===== src/logic/pde_pkg.sv =====
package pde_pkg;
  // ----------------------------------------------------------------
  // register map (byte addresses on the plain register port)
  // ----------------------------------------------------------------
  localparam logic [7:0] ADDR_PD_DATA = 8'h03; // port d data latch
  localparam logic [7:0] ADDR_PE_DATA = 8'h08; // port e data latch
  localparam logic [7:0] ADDR_PD_DIR = 8'h07; // port d direction
  localparam logic [7:0] ADDR_PE_DIR = 8'h0c; // port e direction
  localparam logic [7:0] ADDR_PD_PUE = 8'h0d; // port d pullup enable
  localparam logic [7:0] ADDR_ROUTE = 8'h0e; // peripheral ownership controls
  // ----------------------------------------------------------------
  // widths and reset values
  // ----------------------------------------------------------------
  localparam int PD_W = 7; // implemented port d pins
  localparam int PE_W = 2; // implemented port e pins
  localparam int TMR_CH = 3; // timer channels on port d
  localparam logic [6:0] PD_DIR_RST = 7'h00; // all inputs
  localparam logic [1:0] PE_DIR_RST = 2'h0; // all inputs
  localparam logic [6:0] PD_PUE_RST = 7'h00; // pullups off
  localparam logic [6:0] PD_LAT_RST = 7'h00; // latch value after reset
  localparam logic [1:0] PE_LAT_RST = 2'h0; // latch value after reset
  // ----------------------------------------------------------------
  // port d pin positions
  // ----------------------------------------------------------------
  localparam int PD_SEL = 0; // spi slave select
  localparam int PD_MISO = 1; // spi master in / slave out
  localparam int PD_MOSI = 2; // spi master out / slave in
  localparam int PD_SCK = 3; // spi serial clock
  localparam int PD_TMR0 = 4; // first timer channel pin
  // ----------------------------------------------------------------
  // port e pin positions
  // ----------------------------------------------------------------
  localparam int PE_TXD = 0; // serial transmit
  localparam int PE_RXD = 1; // serial receive
endpackage


===== src/logic/pde_port_ctrl.sv =====
// Implementation choice: the strobed register port.
`timescale 1ns/100ps
// What this block does
// - spi enable gives pin d2 to mosi
// - spi enable gives pin d1 to miso
// - spi owns drive; direction still picks readback
// - d0 slave select only when spi slave
// - direction bit ignored for slave select pin drive while spi slave
// - port d direction one drives, reset clears
// - port d read: latch if output, else pin
// - data writes always update latch
// - pullup enable connects pullup on inputs
// - output direction removes pullup automatically
// - serial enable gives pin e1 to receive
// - serial enable gives pin e0 to transmit
// - serial owns drive; direction still picks readback
// - port e direction one drives, reset clears
// - port e read: latch if output, else pin
// - spi enable gives pin d3 to clock
// - timer level select claims pins d4-d6
module pde_port_ctrl (
  // clock and reset
  input wire logic clk_sys,
  input wire logic nrst,
  // register port
  input wire logic [7:0] reg_addr,
  input wire logic [7:0] reg_wdata,
  input wire logic reg_wr,
  input wire logic reg_rd,
  output logic [7:0] reg_rdata,
  // spi module controls and signals
  input wire logic spi_module_enable,
  input wire logic spi_master_select,
  input wire logic spi_mosi_out,
  input wire logic spi_mosi_oe,
  input wire logic spi_miso_out,
  input wire logic spi_miso_oe,
  input wire logic spi_sck_out,
  input wire logic spi_sck_oe,
  output logic spi_mosi_in,
  output logic spi_miso_in,
  output logic spi_sck_in,
  output logic spi_select_in,
  // timer channel controls and signals (d4, d5, d6)
  input wire logic [2:0] edge_level_select_high,
  input wire logic [2:0] edge_level_select_low,
  input wire logic [2:0] tmr_ch_out,
  input wire logic [2:0] tmr_ch_oe,
  output logic [2:0] tmr_ch_in,
  // serial interface controls and signals
  input wire logic serial_iface_enable,
  input wire logic sci_txd_out,
  output logic sci_rxd_in,
  // port d pins
  input wire logic [6:0] pd_pin_in,
  output logic [6:0] pd_pin_out,
  output logic [6:0] pd_pin_oe,
  output logic [6:0] pd_pullup_on,
  // port e pins
  input wire logic [1:0] pe_pin_in,
  output logic [1:0] pe_pin_out,
  output logic [1:0] pe_pin_oe
);
  // ----------------------------------------------------------------
  // registers
  // ----------------------------------------------------------------
  logic [6:0] pd_lat_reg; // port_d_data_latch
  logic [6:0] pd_dir_reg; // port_d_direction
  logic [6:0] pd_pue_reg; // port_d_pullup_enable
  logic [1:0] pe_lat_reg; // port_e_data_latch
  logic [1:0] pe_dir_reg; // port_e_direction
  logic [7:0] rdata_next;
  // synchronised pin levels
  logic [6:0] pd_sync;
  logic [1:0] pe_sync;
  // ownership decode
  wire spi_on = spi_module_enable;
  wire spi_sel_on = spi_module_enable & ~spi_master_select;
  wire sci_on = serial_iface_enable;
  wire [2:0] tmr_on = edge_level_select_high | edge_level_select_low;
  // per-pin peripheral ownership and drive
  logic [6:0] pd_own;
  logic [6:0] pd_per_out;
  logic [6:0] pd_per_oe;
  logic [1:0] pe_own;
  logic [1:0] pe_per_out;
  logic [1:0] pe_per_oe;
  // address decode
  wire hit_pd_data = reg_addr == pde_pkg::ADDR_PD_DATA;
  wire hit_pd_dir = reg_addr == pde_pkg::ADDR_PD_DIR;
  wire hit_pd_pue = reg_addr == pde_pkg::ADDR_PD_PUE;
  wire hit_pe_data = reg_addr == pde_pkg::ADDR_PE_DATA;
  wire hit_pe_dir = reg_addr == pde_pkg::ADDR_PE_DIR;
  wire hit_route = reg_addr == pde_pkg::ADDR_ROUTE;

  // ----------------------------------------------------------------
  // pin input synchronisers (pins are asynchronous to clk_sys)
  // ----------------------------------------------------------------
  pde_sync #(.W(pde_pkg::PD_W), .INIT(7'h00)) u_sync_d (
    .clk_sys(clk_sys),
    .nrst(nrst),
    .async_in(pd_pin_in),
    .sync_out(pd_sync)
  );

  pde_sync #(.W(pde_pkg::PE_W), .INIT(2'h0)) u_sync_e (
    .clk_sys(clk_sys),
    .nrst(nrst),
    .async_in(pe_pin_in),
    .sync_out(pe_sync)
  );

  // ----------------------------------------------------------------
  // port d ownership: spi on d0..d3, timers on d4..d6
  // ----------------------------------------------------------------
  // slave select is an input only; the spi never drives it
  assign pd_own[pde_pkg::PD_SEL] = spi_sel_on;
  assign pd_per_out[pde_pkg::PD_SEL] = 1'b0;
  assign pd_per_oe[pde_pkg::PD_SEL] = 1'b0;
  assign pd_own[pde_pkg::PD_MISO] = spi_on;
  assign pd_per_out[pde_pkg::PD_MISO] = spi_miso_out;
  assign pd_per_oe[pde_pkg::PD_MISO] = spi_miso_oe;
  assign pd_own[pde_pkg::PD_MOSI] = spi_on;
  assign pd_per_out[pde_pkg::PD_MOSI] = spi_mosi_out;
  assign pd_per_oe[pde_pkg::PD_MOSI] = spi_mosi_oe;
  assign pd_own[pde_pkg::PD_SCK] = spi_on;
  assign pd_per_out[pde_pkg::PD_SCK] = spi_sck_out;
  assign pd_per_oe[pde_pkg::PD_SCK] = spi_sck_oe;

  genvar t;
  generate
    for (t = 0; t < pde_pkg::TMR_CH; t++)
    begin : g_tmr
      // timer channel takes its pin while either of its own level select bits is set
      assign pd_own[pde_pkg::PD_TMR0 + t] = tmr_on[t];
      assign pd_per_out[pde_pkg::PD_TMR0 + t] = tmr_ch_out[t];
      assign pd_per_oe[pde_pkg::PD_TMR0 + t] = tmr_ch_oe[t];
      assign tmr_ch_in[t] = pd_sync[pde_pkg::PD_TMR0 + t];
    end
  endgenerate

  // peripheral inputs see the clean pin level
  assign spi_select_in = spi_sel_on ? pd_sync[pde_pkg::PD_SEL] : 1'b1;
  assign spi_miso_in = pd_sync[pde_pkg::PD_MISO];
  assign spi_mosi_in = pd_sync[pde_pkg::PD_MOSI];
  assign spi_sck_in = pd_sync[pde_pkg::PD_SCK];

  // ----------------------------------------------------------------
  // port e ownership: serial interface on both pins
  // ----------------------------------------------------------------
  assign pe_own = {sci_on, sci_on};
  assign pe_per_out[pde_pkg::PE_TXD] = sci_txd_out;
  assign pe_per_oe[pde_pkg::PE_TXD] = 1'b1;
  assign pe_per_out[pde_pkg::PE_RXD] = 1'b0;
  assign pe_per_oe[pde_pkg::PE_RXD] = 1'b0;
  assign sci_rxd_in = sci_on ? pe_sync[pde_pkg::PE_RXD] : 1'b1;

  // ----------------------------------------------------------------
  // pin drive: owner picks direction, else the direction bit
  // ----------------------------------------------------------------
  // direction bits are bypassed on owned pins, so drive glitches
  // cannot come from software while a peripheral holds the pin
  assign pd_pin_oe = (pd_own & pd_per_oe) | (~pd_own & pd_dir_reg);
  assign pd_pin_out = (pd_own & pd_per_out) | (~pd_own & pd_lat_reg);
  assign pe_pin_oe = (pe_own & pe_per_oe) | (~pe_own & pe_dir_reg);
  assign pe_pin_out = (pe_own & pe_per_out) | (~pe_own & pe_lat_reg);
  // pullup follows the direction bit only, dropped on outputs
  assign pd_pullup_on = pd_pue_reg & ~pd_dir_reg;

  // ----------------------------------------------------------------
  // read mux: direction bit chooses latch or pin, even when owned
  // ----------------------------------------------------------------
  wire [6:0] pd_read = (pd_dir_reg & pd_lat_reg) | (~pd_dir_reg & pd_sync);
  wire [1:0] pe_read = (pe_dir_reg & pe_lat_reg) | (~pe_dir_reg & pe_sync);
  wire [7:0] route_read = {2'h0, tmr_on, spi_master_select, spi_module_enable, sci_on};

  // upper bits pad with zero on every port register
  always_comb
  begin
    rdata_next = 8'h00;
    if (hit_pd_data)
      rdata_next = {1'b0, pd_read};
    else if (hit_pd_dir)
      rdata_next = {1'b0, pd_dir_reg};
    else if (hit_pd_pue)
      rdata_next = {1'b0, pd_pue_reg};
    else if (hit_pe_data)
      rdata_next = {6'h00, pe_read};
    else if (hit_pe_dir)
      rdata_next = {6'h00, pe_dir_reg};
    else if (hit_route)
      rdata_next = route_read;
    else
      rdata_next = 8'h00; // unmapped reads zero
  end

  // ----------------------------------------------------------------
  // read data register: valid only in the cycle after the strobe
  // ----------------------------------------------------------------
  always_ff @(posedge clk_sys or negedge nrst)
  begin
    if (!nrst)
      reg_rdata <= 8'h00;
    else if (reg_rd)
      reg_rdata <= rdata_next;
    else
      reg_rdata <= 8'h00;
  end

  // ----------------------------------------------------------------
  // data latches: written regardless of direction or ownership
  // ----------------------------------------------------------------
  // software should load these before raising direction bits
  always_ff @(posedge clk_sys or negedge nrst)
  begin
    if (!nrst)
    begin
      pd_lat_reg <= pde_pkg::PD_LAT_RST;
      pe_lat_reg <= pde_pkg::PE_LAT_RST;
    end
    else
    begin
      if (reg_wr && hit_pd_data)
        pd_lat_reg <= reg_wdata[6:0];
      if (reg_wr && hit_pe_data)
        pe_lat_reg <= reg_wdata[1:0];
    end
  end

  // ----------------------------------------------------------------
  // direction and pullup registers
  // ----------------------------------------------------------------
  always_ff @(posedge clk_sys or negedge nrst)
  begin
    if (!nrst)
    begin
      pd_dir_reg <= pde_pkg::PD_DIR_RST;
      pe_dir_reg <= pde_pkg::PE_DIR_RST;
      pd_pue_reg <= pde_pkg::PD_PUE_RST;
    end
    else
    begin
      if (reg_wr && hit_pd_dir)
        pd_dir_reg <= reg_wdata[6:0];
      if (reg_wr && hit_pe_dir)
        pe_dir_reg <= reg_wdata[1:0];
      if (reg_wr && hit_pd_pue)
        pd_pue_reg <= reg_wdata[6:0];
    end
  end

  // ----------------------------------------------------------------
  // checks
  // ----------------------------------------------------------------
  a_mosi_gpio: assert property (@(posedge clk_sys) disable iff (!nrst)
    !spi_module_enable |-> pd_pin_oe[2] == pd_dir_reg[2] && pd_pin_out[2] == pd_lat_reg[2])
    else $error("mosi pin not gpio with spi off");
  a_miso_spi: assert property (@(posedge clk_sys) disable iff (!nrst)
    spi_module_enable |-> pd_pin_oe[1] == spi_miso_oe)
    else $error("miso pin not spi driven");
  a_spi_readback: assert property (@(posedge clk_sys) disable iff (!nrst)
    reg_rd && hit_pd_data && pd_dir_reg[1] |=> reg_rdata[1] == $past(pd_lat_reg[1]))
    else $error("owned pin readback wrong");
  a_select_idle: assert property (@(posedge clk_sys) disable iff (!nrst)
    spi_module_enable && !spi_master_select |-> !pd_pin_oe[0])
    else $error("slave select driven");
  a_dir_reset: assert property (@(posedge clk_sys) disable iff (!nrst)
    $rose(nrst) |-> pd_dir_reg == 7'h00)
    else $error("direction not cleared");
  a_pd_write: assert property (@(posedge clk_sys) disable iff (!nrst)
    reg_wr && hit_pd_data |=> pd_lat_reg == $past(reg_wdata[6:0]))
    else $error("port d latch not written");
  a_pullup_off: assert property (@(posedge clk_sys) disable iff (!nrst)
    (pd_pullup_on & pd_dir_reg) == 7'h00)
    else $error("pullup on output pin");
  a_txd_owned: assert property (@(posedge clk_sys) disable iff (!nrst)
    serial_iface_enable |-> pe_pin_oe[0] && pe_pin_out[0] == sci_txd_out)
    else $error("txd not driven by serial");
  a_pe_read: assert property (@(posedge clk_sys) disable iff (!nrst)
    reg_rd && hit_pe_data && !pe_dir_reg[0] |=> reg_rdata[0] == $past(pe_sync[0]))
    else $error("port e input read wrong");
  a_upper_zero: assert property (@(posedge clk_sys) disable iff (!nrst)
    reg_rd && hit_pe_dir |=> reg_rdata[7:2] == 6'h00)
    else $error("unused bits not zero");
  a_sck_spi: assert property (@(posedge clk_sys) disable iff (!nrst)
    spi_module_enable |-> pd_pin_oe[pde_pkg::PD_SCK] == spi_sck_oe
      && pd_pin_out[pde_pkg::PD_SCK] == spi_sck_out)
    else $error("sck pin not spi driven");
  a_sel_gpio: assert property (@(posedge clk_sys) disable iff (!nrst)
    !spi_module_enable || spi_master_select |->
      pd_pin_oe[pde_pkg::PD_SEL] == pd_dir_reg[pde_pkg::PD_SEL] && spi_select_in)
    else $error("select pin not gpio");
  a_pd_pin_read: assert property (@(posedge clk_sys) disable iff (!nrst)
    reg_rd && hit_pd_data && !pd_dir_reg[pde_pkg::PD_TMR0] |=>
      reg_rdata[pde_pkg::PD_TMR0] == $past(pd_sync[pde_pkg::PD_TMR0]))
    else $error("port d input read wrong");
  a_rxd_input: assert property (@(posedge clk_sys) disable iff (!nrst)
    serial_iface_enable |-> !pe_pin_oe[pde_pkg::PE_RXD]
      && sci_rxd_in == pe_sync[pde_pkg::PE_RXD])
    else $error("rxd pin not serial input");
  a_pe_gpio: assert property (@(posedge clk_sys) disable iff (!nrst)
    !serial_iface_enable |-> pe_pin_oe == pe_dir_reg && pe_pin_out == pe_lat_reg)
    else $error("port e not gpio with serial off");
  a_tmr_owned: assert property (@(posedge clk_sys) disable iff (!nrst)
    edge_level_select_high[0] || edge_level_select_low[0] |->
      pd_pin_oe[pde_pkg::PD_TMR0] == tmr_ch_oe[0])
    else $error("timer pin not timer driven");
endmodule


===== src/logic/pde_sync.sv =====
`timescale 1ns/100ps
// three-stage synchroniser with second/third agreement filter
module pde_sync #(
  parameter int W = 1,
  parameter logic [W-1:0] INIT = '0
) (
  // clock and reset
  input wire logic clk_sys,
  input wire logic nrst,
  // asynchronous input and its clean copy
  input wire logic [W-1:0] async_in,
  output logic [W-1:0] sync_out
);
  logic [W-1:0] s1_reg; // metastability stage, read only by s2
  logic [W-1:0] s2_reg;
  logic [W-1:0] s3_reg;
  logic [W-1:0] out_next;

  // the output only moves once stages two and three agree
  assign out_next = (s2_reg & s3_reg) | (sync_out & (s2_reg | s3_reg));

  // ----------------------------------------------------------------
  // shift chain
  // ----------------------------------------------------------------
  always_ff @(posedge clk_sys or negedge nrst)
  begin
    if (!nrst)
    begin
      s1_reg <= INIT;
      s2_reg <= INIT;
      s3_reg <= INIT;
      sync_out <= INIT;
    end
    else
    begin
      s1_reg <= async_in;
      s2_reg <= s1_reg;
      s3_reg <= s2_reg;
      sync_out <= out_next;
    end
  end
endmodule


===== config.mk =====
export PLATFORM = sky130hd
export DESIGN_NAME = pde_port_ctrl
export DESIGN_NICKNAME = d
export VERILOG_FILES = /design/src/logic/pde_pkg.sv /design/src/logic/pde_port_ctrl.sv /design/src/logic/pde_sync.sv
export SDC_FILE = /design/constraint.sdc
export NUM_CORES = 1
export LEC_CHECK = 0
export ABC_AREA = 1
export BUFFER_PORTS_ARGS = -buffer_cell sky130_fd_sc_hd__buf_4
export CAP_MARGIN = 0
export CORE_MARGIN = 4
export CORE_UTILIZATION = 35
export DETAILED_ROUTE_END_ITERATION = 8
export GPL_TIMING_DRIVEN = 0
export PLACE_DENSITY = 0.69
export SETUP_SLACK_MARGIN = 0.3
export SKIP_CTS_REPAIR_TIMING = 1
export SYNTH_ARGS = -nofsm -noshare
export SYNTH_HDL_FRONTEND = slang
export SYNTH_SLANG_ARGS = --single-unit

===== constraint.sdc =====
create_clock -name clk_sys -period 1.15 [get_ports clk_sys]
set_input_delay 0.0575 -clock clk_sys [delete_from_list [all_inputs] [get_ports clk_sys]]
set_output_delay 0.0575 -clock clk_sys [all_outputs]
set_load 0.05 [all_outputs]

# Yosys cells after proc, flatten, opt, wreduce, memory -nomap -nowiden
# Index checks and enable logic that the tools add are counted.
[op_classes]
n_eq_ne = 6
mux = 9
bitwise = 33
n_reduce_logical = 5
[ops]
columns = ["cell", "n"]
rows = [
  ["bitwise AND 7 bit", 9],
  ["bitwise OR 7 bit", 5],
  ["== test 8 x 4 -> 1 bit (second input constant)", 4],
  ["two-way mux 8 bit", 3],
  ["two-way mux 6 bit", 3],
  ["inverter 7 bit", 2],
  ["bitwise AND 2 bit", 6],
  ["== test 8 x 2 -> 1 bit (second input constant)", 1],
  ["== test 8 x 3 -> 1 bit (second input constant)", 1],
  ["bitwise OR 2 bit", 4],
  ["two-way mux 7 bit", 1],
  ["logical AND 1 bit", 5],
  ["inverter 2 bit", 2],
  ["bitwise OR 3 bit", 1],
  ["bitwise AND 2 x 1 -> 2 bit", 1],
  ["two-way mux 1 bit", 2],
  ["bitwise OR 1 x 2 -> 2 bit", 1],
  ["bitwise AND 1 bit", 1],
  ["inverter 1 bit", 1],
]
[word_totals]
regBits = 69
inputBits = 51
out_inout_bits = 41
wordCells = 67

# Longest topological paths before layout
[depth]
word_depth = 8
depth_mapped = 10
mapped_depth_nobuf = 9

# Modules after synthesis
# From an unflattened synthesis, not the netlist that was laid out.
[hier_totals]
hier_cells = 340
area_unflattened_um2 = 3051.7
[modules_own_cells]
columns = ["module", "n_inst", "cells_per_inst", "area_per_inst_um2", "seq_area_each_um2"]
rows = [
  ["pde_port_ctrl", 1, 268, 2004.4, 800.8],
  ["pde_sync (u_sync_d)", 1, 56, 814.5, 700.7],
  ["pde_sync (u_sync_e)", 1, 16, 232.7, 200.2],
]

# Worst setup path after synthesis
# OpenSTA, ideal clock, no wires.
[synth_path]
kind = "register -> output"
from = "reg pd_dir_reg[6]"
to = "out pd_pin_oe[6]"
arrival_ns = 1.533
t_required_ns = 1.092
setup_slack_ns = -0.441
stages_incl_launch_ff = 3
path_buffers = 0
cell_sequence = "dfrtp_1 inv_1 o21ai_0"
[synth_via]
elab_chain_cells = 2
[synth_rtl]
columns = ["item", "line", "rtl"]
rows = [
  ["from (decl)", "pde_port_ctrl.sv:68", "logic [6:0] pd_dir_reg;"],
  ["from (signal assigned)", "pde_port_ctrl.sv:237", "pd_dir_reg <= pde_pkg::PD_DIR_RST;"],
  ["from (signal assigned)", "pde_port_ctrl.sv:244", "pd_dir_reg <= reg_wdata[6:0];"],
  ["bitwise AND 7 bit", "pde_port_ctrl.sv:163", "assign pd_pin_oe = (pd_own & pd_per_oe) | (~pd_own & pd_dir_reg);"],
  ["bitwise OR 7 bit", "pde_port_ctrl.sv:163", ""],
  ["to (decl)", "pde_port_ctrl.sv:57", "output logic [6:0] pd_pin_oe,"],
]
# Every way passes these cells.

# Final worst setup path
[layout_path]
from = "reg pd_lat_reg[1]"
to = "out pd_pin_out[1]"
[layout_via]
elab_chain_cells = 2
[layout_rtl]
columns = ["item", "line", "rtl"]
rows = [
  ["from (decl)", "pde_port_ctrl.sv:67", "logic [6:0] pd_lat_reg;"],
  ["from (signal assigned)", "pde_port_ctrl.sv:218", "pd_lat_reg <= pde_pkg::PD_LAT_RST;"],
  ["from (signal assigned)", "pde_port_ctrl.sv:224", "pd_lat_reg <= reg_wdata[6:0];"],
  ["bitwise AND 7 bit", "pde_port_ctrl.sv:164", "assign pd_pin_out = (pd_own & pd_per_out) | (~pd_own & pd_lat_reg);"],
  ["bitwise OR 7 bit", "pde_port_ctrl.sv:164", ""],
  ["to (decl)", "pde_port_ctrl.sv:56", "output logic [6:0] pd_pin_out,"],
]
# Every way passes these cells.

==> impl_metrics.csv <==
group,metric,value,unit
clock_network,cts_tree,"yes",
detailed_routing,post_drt_wl_per_cell,14.8,um
detailed_routing,route.antenna.remaining_nets,0,
timing,max_freq,807,MHz
yosys,yosysUniqueCellTypes,33,
critical_path,required,1.09,ns
yosys,yosysTopAreaCell,"dfrtp_1",
timing,slew_headroom,42.7,%
power,combPwrFrac,23.3,%
power,seqPwrFrac,41.9,%
global_routing,grt_pass1_wl,12.2,mm
die,die_w,101,um
critical_path,cp_top_family,"flip-flops",
yosys,ys_ff_latch,68,
yosys,synth_top_area_share,55.7,%
yosys,synthCells,321,
detailed_routing,routed_wl,8.67,mm
clock_network,path_clk_slew,0.08,ns
detailed_routing,viasPerCell,4.75,
placed_design,finalWeightedCongestion,0.831,
global_routing,grtUsageTotal,15.4,%
min_path,holdCritPathClass,"in2async",
critical_path,end_kind,"output pin",
timing,rsz0062_at_grt,"true",
critical_path,path_cells,"mux2_2, buf_6",
power,p_clk_share,34.8,%
timing,tightest_slew,0.859,ns
placed_design,io_buffers,89,
timing,final_hold_viol_count,70,
finish,final.fill_count,692,
power,ir_drop,0.641,mV
power,switching_share,29.9,%
finish,stdcell_area,5290,um2
finish,layout.nets,526,
power,p_per_area,1190,nW/um2
finish,syn2layout_area_growth,73.1,%
clock_network,clk_path_buf_depth,2,
detailed_routing,first_pass_iters,4,
placed_design,pre_cts_ws,-0.237,ns
timing,fin_skew,0.00798,ns
flow_run,maxCapViolCount,0,
yosys,ys_seq_area_share,55.7,%
critical_path,critPathBufInv,1,
timing,layout_setup_ws,-0.0890,ns
status,violations,"negative hold slack, negative setup slack",
timing,layout_min_cycle_time,1.24,ns
timing,finalSetupViolCount,11,
finish,n_antenna_cell,0,
die,start_util,36.6,%
critical_path,worst-path-max-fanout,3,
die,dieArea,10300,um2
die,die_h,101,um
timing,hold-worst-slack,-0.185,ns
timing,period_share,108,%
die,core_area,8340,um2
global_routing,grt_max_degree,69,
yosys,syn_area,3060,um2
detailed_routing,vias,2777,
timing,finalMaxSlewViolations,0,
clock_network,cts-root-buf,"clkbuf_8",
die,ioPinCount,92,
die,num_rows,33,
power,p_leak,2.55,nW
global_routing,grt_overflow_total,0,
detailed_routing,drc,0,
clock_network,cts_made_buffers,9,
critical_path,cp.arrival,1.18,ns
critical_path,crit_type,"reg2out",
yosys,synth_area_per_cell,9.52,um2
placed_design,dpl.hpwl,5.73,mm
critical_path,startpoint_type,"register",
critical_path,crit_slowest_cell,"dfrtp_1",
critical_path,critical_path.max_stage_delay,0.41,ns
yosys,yosysWarnings,0,
power,power.total,6.29,mW
finish,drive_above_1_share,58.3,%
timing,fin_tns_setup,-0.590,ns
global_routing,grt_pass1_vias,2484,
clock_network,cts.sinks,68,
yosys,synth_fp_nets,372,
power,p_sw,1.88,mW
global_routing,antenna_found_initial,0,
clock_network,htreeDepth,3,
power,p_int,4.41,mW
detailed_routing,dr.first_iter.drc_count,127,
placed_design,placed_area,4160,um2
status,status,"finished, violations left",
yosys,synthTopCellsByArea,"dfrtp_1 (56%), nand2_1 (8.4%), inv_1 (5.4%)",
clock_network,insertion_delay,0.35,ns
## worst paths after layout
kind	start	endpoint	slack, ns	cells after the start
setup / recovery	pd_lat_reg[1]$_DFFE_PN0P_	pd_pin_out[1]	-0.09	2
hold / removal	nrst	u_sync_e.s1_reg[0]$_DFF_PN0_	-0.19	1
setup reg to reg	pe_dir_reg[0]$_DFFE_PN0P_	reg_rdata[0]$_DFF_PN0_	-0.01	8
hold reg to reg	u_sync_d.s1_reg[4]$_DFF_PN0_	u_sync_d.s2_reg[4]$_DFF_PN0_	0.35	0
max in group asynchronous	nrst	pd_dir_reg[5]$_DFFE_PN0P_	0.72	1
min in group clk_sys	reg_rd	reg_rdata[6]$_DFF_PN0_	0	3
## through the flow
| step | instances | utilization, % |
|---|---|---|
| floorplan | 321 | - |
| global placement | 515 | 49.9 |
| detailed placement | 515 | 49.9 |
| CTS | 531 | 52.6 |
| global route | 585 | 63.5 |
| finish | 585 | 63.5 |
## cell usage in the layout (no fill, tap or decap), types with 11 or more instances in the layout
master and count:
dfrtp_1 58, nand2_1 57, o21ai_2 21, dlygate4sd3_1 17, buf_8 20, buf_6 37
buf_4 71, nand3_1 14, inv_2 17, nor2_4 11, inv_1 24, nand2_2 14
o21ai_1 12
## logic make-up after synthesis
logic type | after synthesis | share of synthesized area [%]
AOI/OAI and AO/OA | 56 | 11.7
adders and majority gates | 9 | 2.95
buffers and inverters | 55 | 8.23
DFF | 68 | 55.7
muxes | 2 | 0.737
other | 1 | 0.123
and+or+nand+nor | 130 | 20.6
## cell type report
type | count | area [um2] | area share (%)
sequential | 68 | 1710 | 32.4
multi-input combinational | 198 | 1480 | 27.9
timing repair buffer | 143 | 1430 | 27.0
inverter | 46 | 204 | 3.85
tap | 105 | 131 | 2.48
clock buffer | 9 | 124 | 2.34
buffer | 9 | 116 | 2.20
clock inverter | 7 | 98.8 | 1.87
## cells in the mapped netlist
| cell type | number |
|---|---|
| or2_2 | 4 |
| o22ai_1 | 2 |
| nor2_4 | 1 |
| o21ai_2 | 16 |
| mux2_2 | 2 |
| nand2_4 | 2 |
| nor2_1 | 20 |
| nand3_1 | 17 |
| a31oi_1 | 2 |
| buf_8 | 1 |
| nand3_2 | 1 |
| clkbuf_1 | 1 |
| buf_4 | 5 |
| o21ai_1 | 7 |
| o211ai_1 | 2 |
| nor2_8 | 1 |
| nor2_2 | 1 |
| inv_2 | 2 |
| dfrtp_1 | 68 |
| o211a_1 | 1 |
| maj3_1 | 9 |
| nand4_2 | 1 |
| o21ai_0 | 22 |
| inv_1 | 44 |
| nor3_2 | 2 |
| nand2_1 | 68 |
| nand2_2 | 10 |
| a21boi_0 | 1 |
| buf_6 | 2 |
| a21oi_1 | 3 |
| nand3b_1 | 1 |
| conb_1 | 1 |
| nor3_4 | 1 |
## routing by layer
metal / wire length [um] / vias to the layer above / GRT usage, % / share of wire (%)
li1: - / 1339 / - / -
met1: 3600 / 1344 / 20.4 / 42
met2: 4380 / 82 / 24.6 / 51
met3: 569 / 12 / 3.79 / 6.6
met4: 116 / 0 / 5.21 / 1.3
met5: 0 / - / 0 / 0
## power by group through the flow
stage / combinational, mW / clock, mW / sequential, mW
2_1_floorplan: 0.719 / 0 / 2.69
3_3_place_gp: 1.14 / 0 / 2.67
3_5_place_dp: 1.15 / 0 / 2.67
4_1_cts: 1.16 / 2.24 / 2.63
5_1_grt: 1.55 / 2.37 / 2.66
6_report: 1.46 / 2.19 / 2.64
No activity file was read; power rests on OpenSTA's default activity.
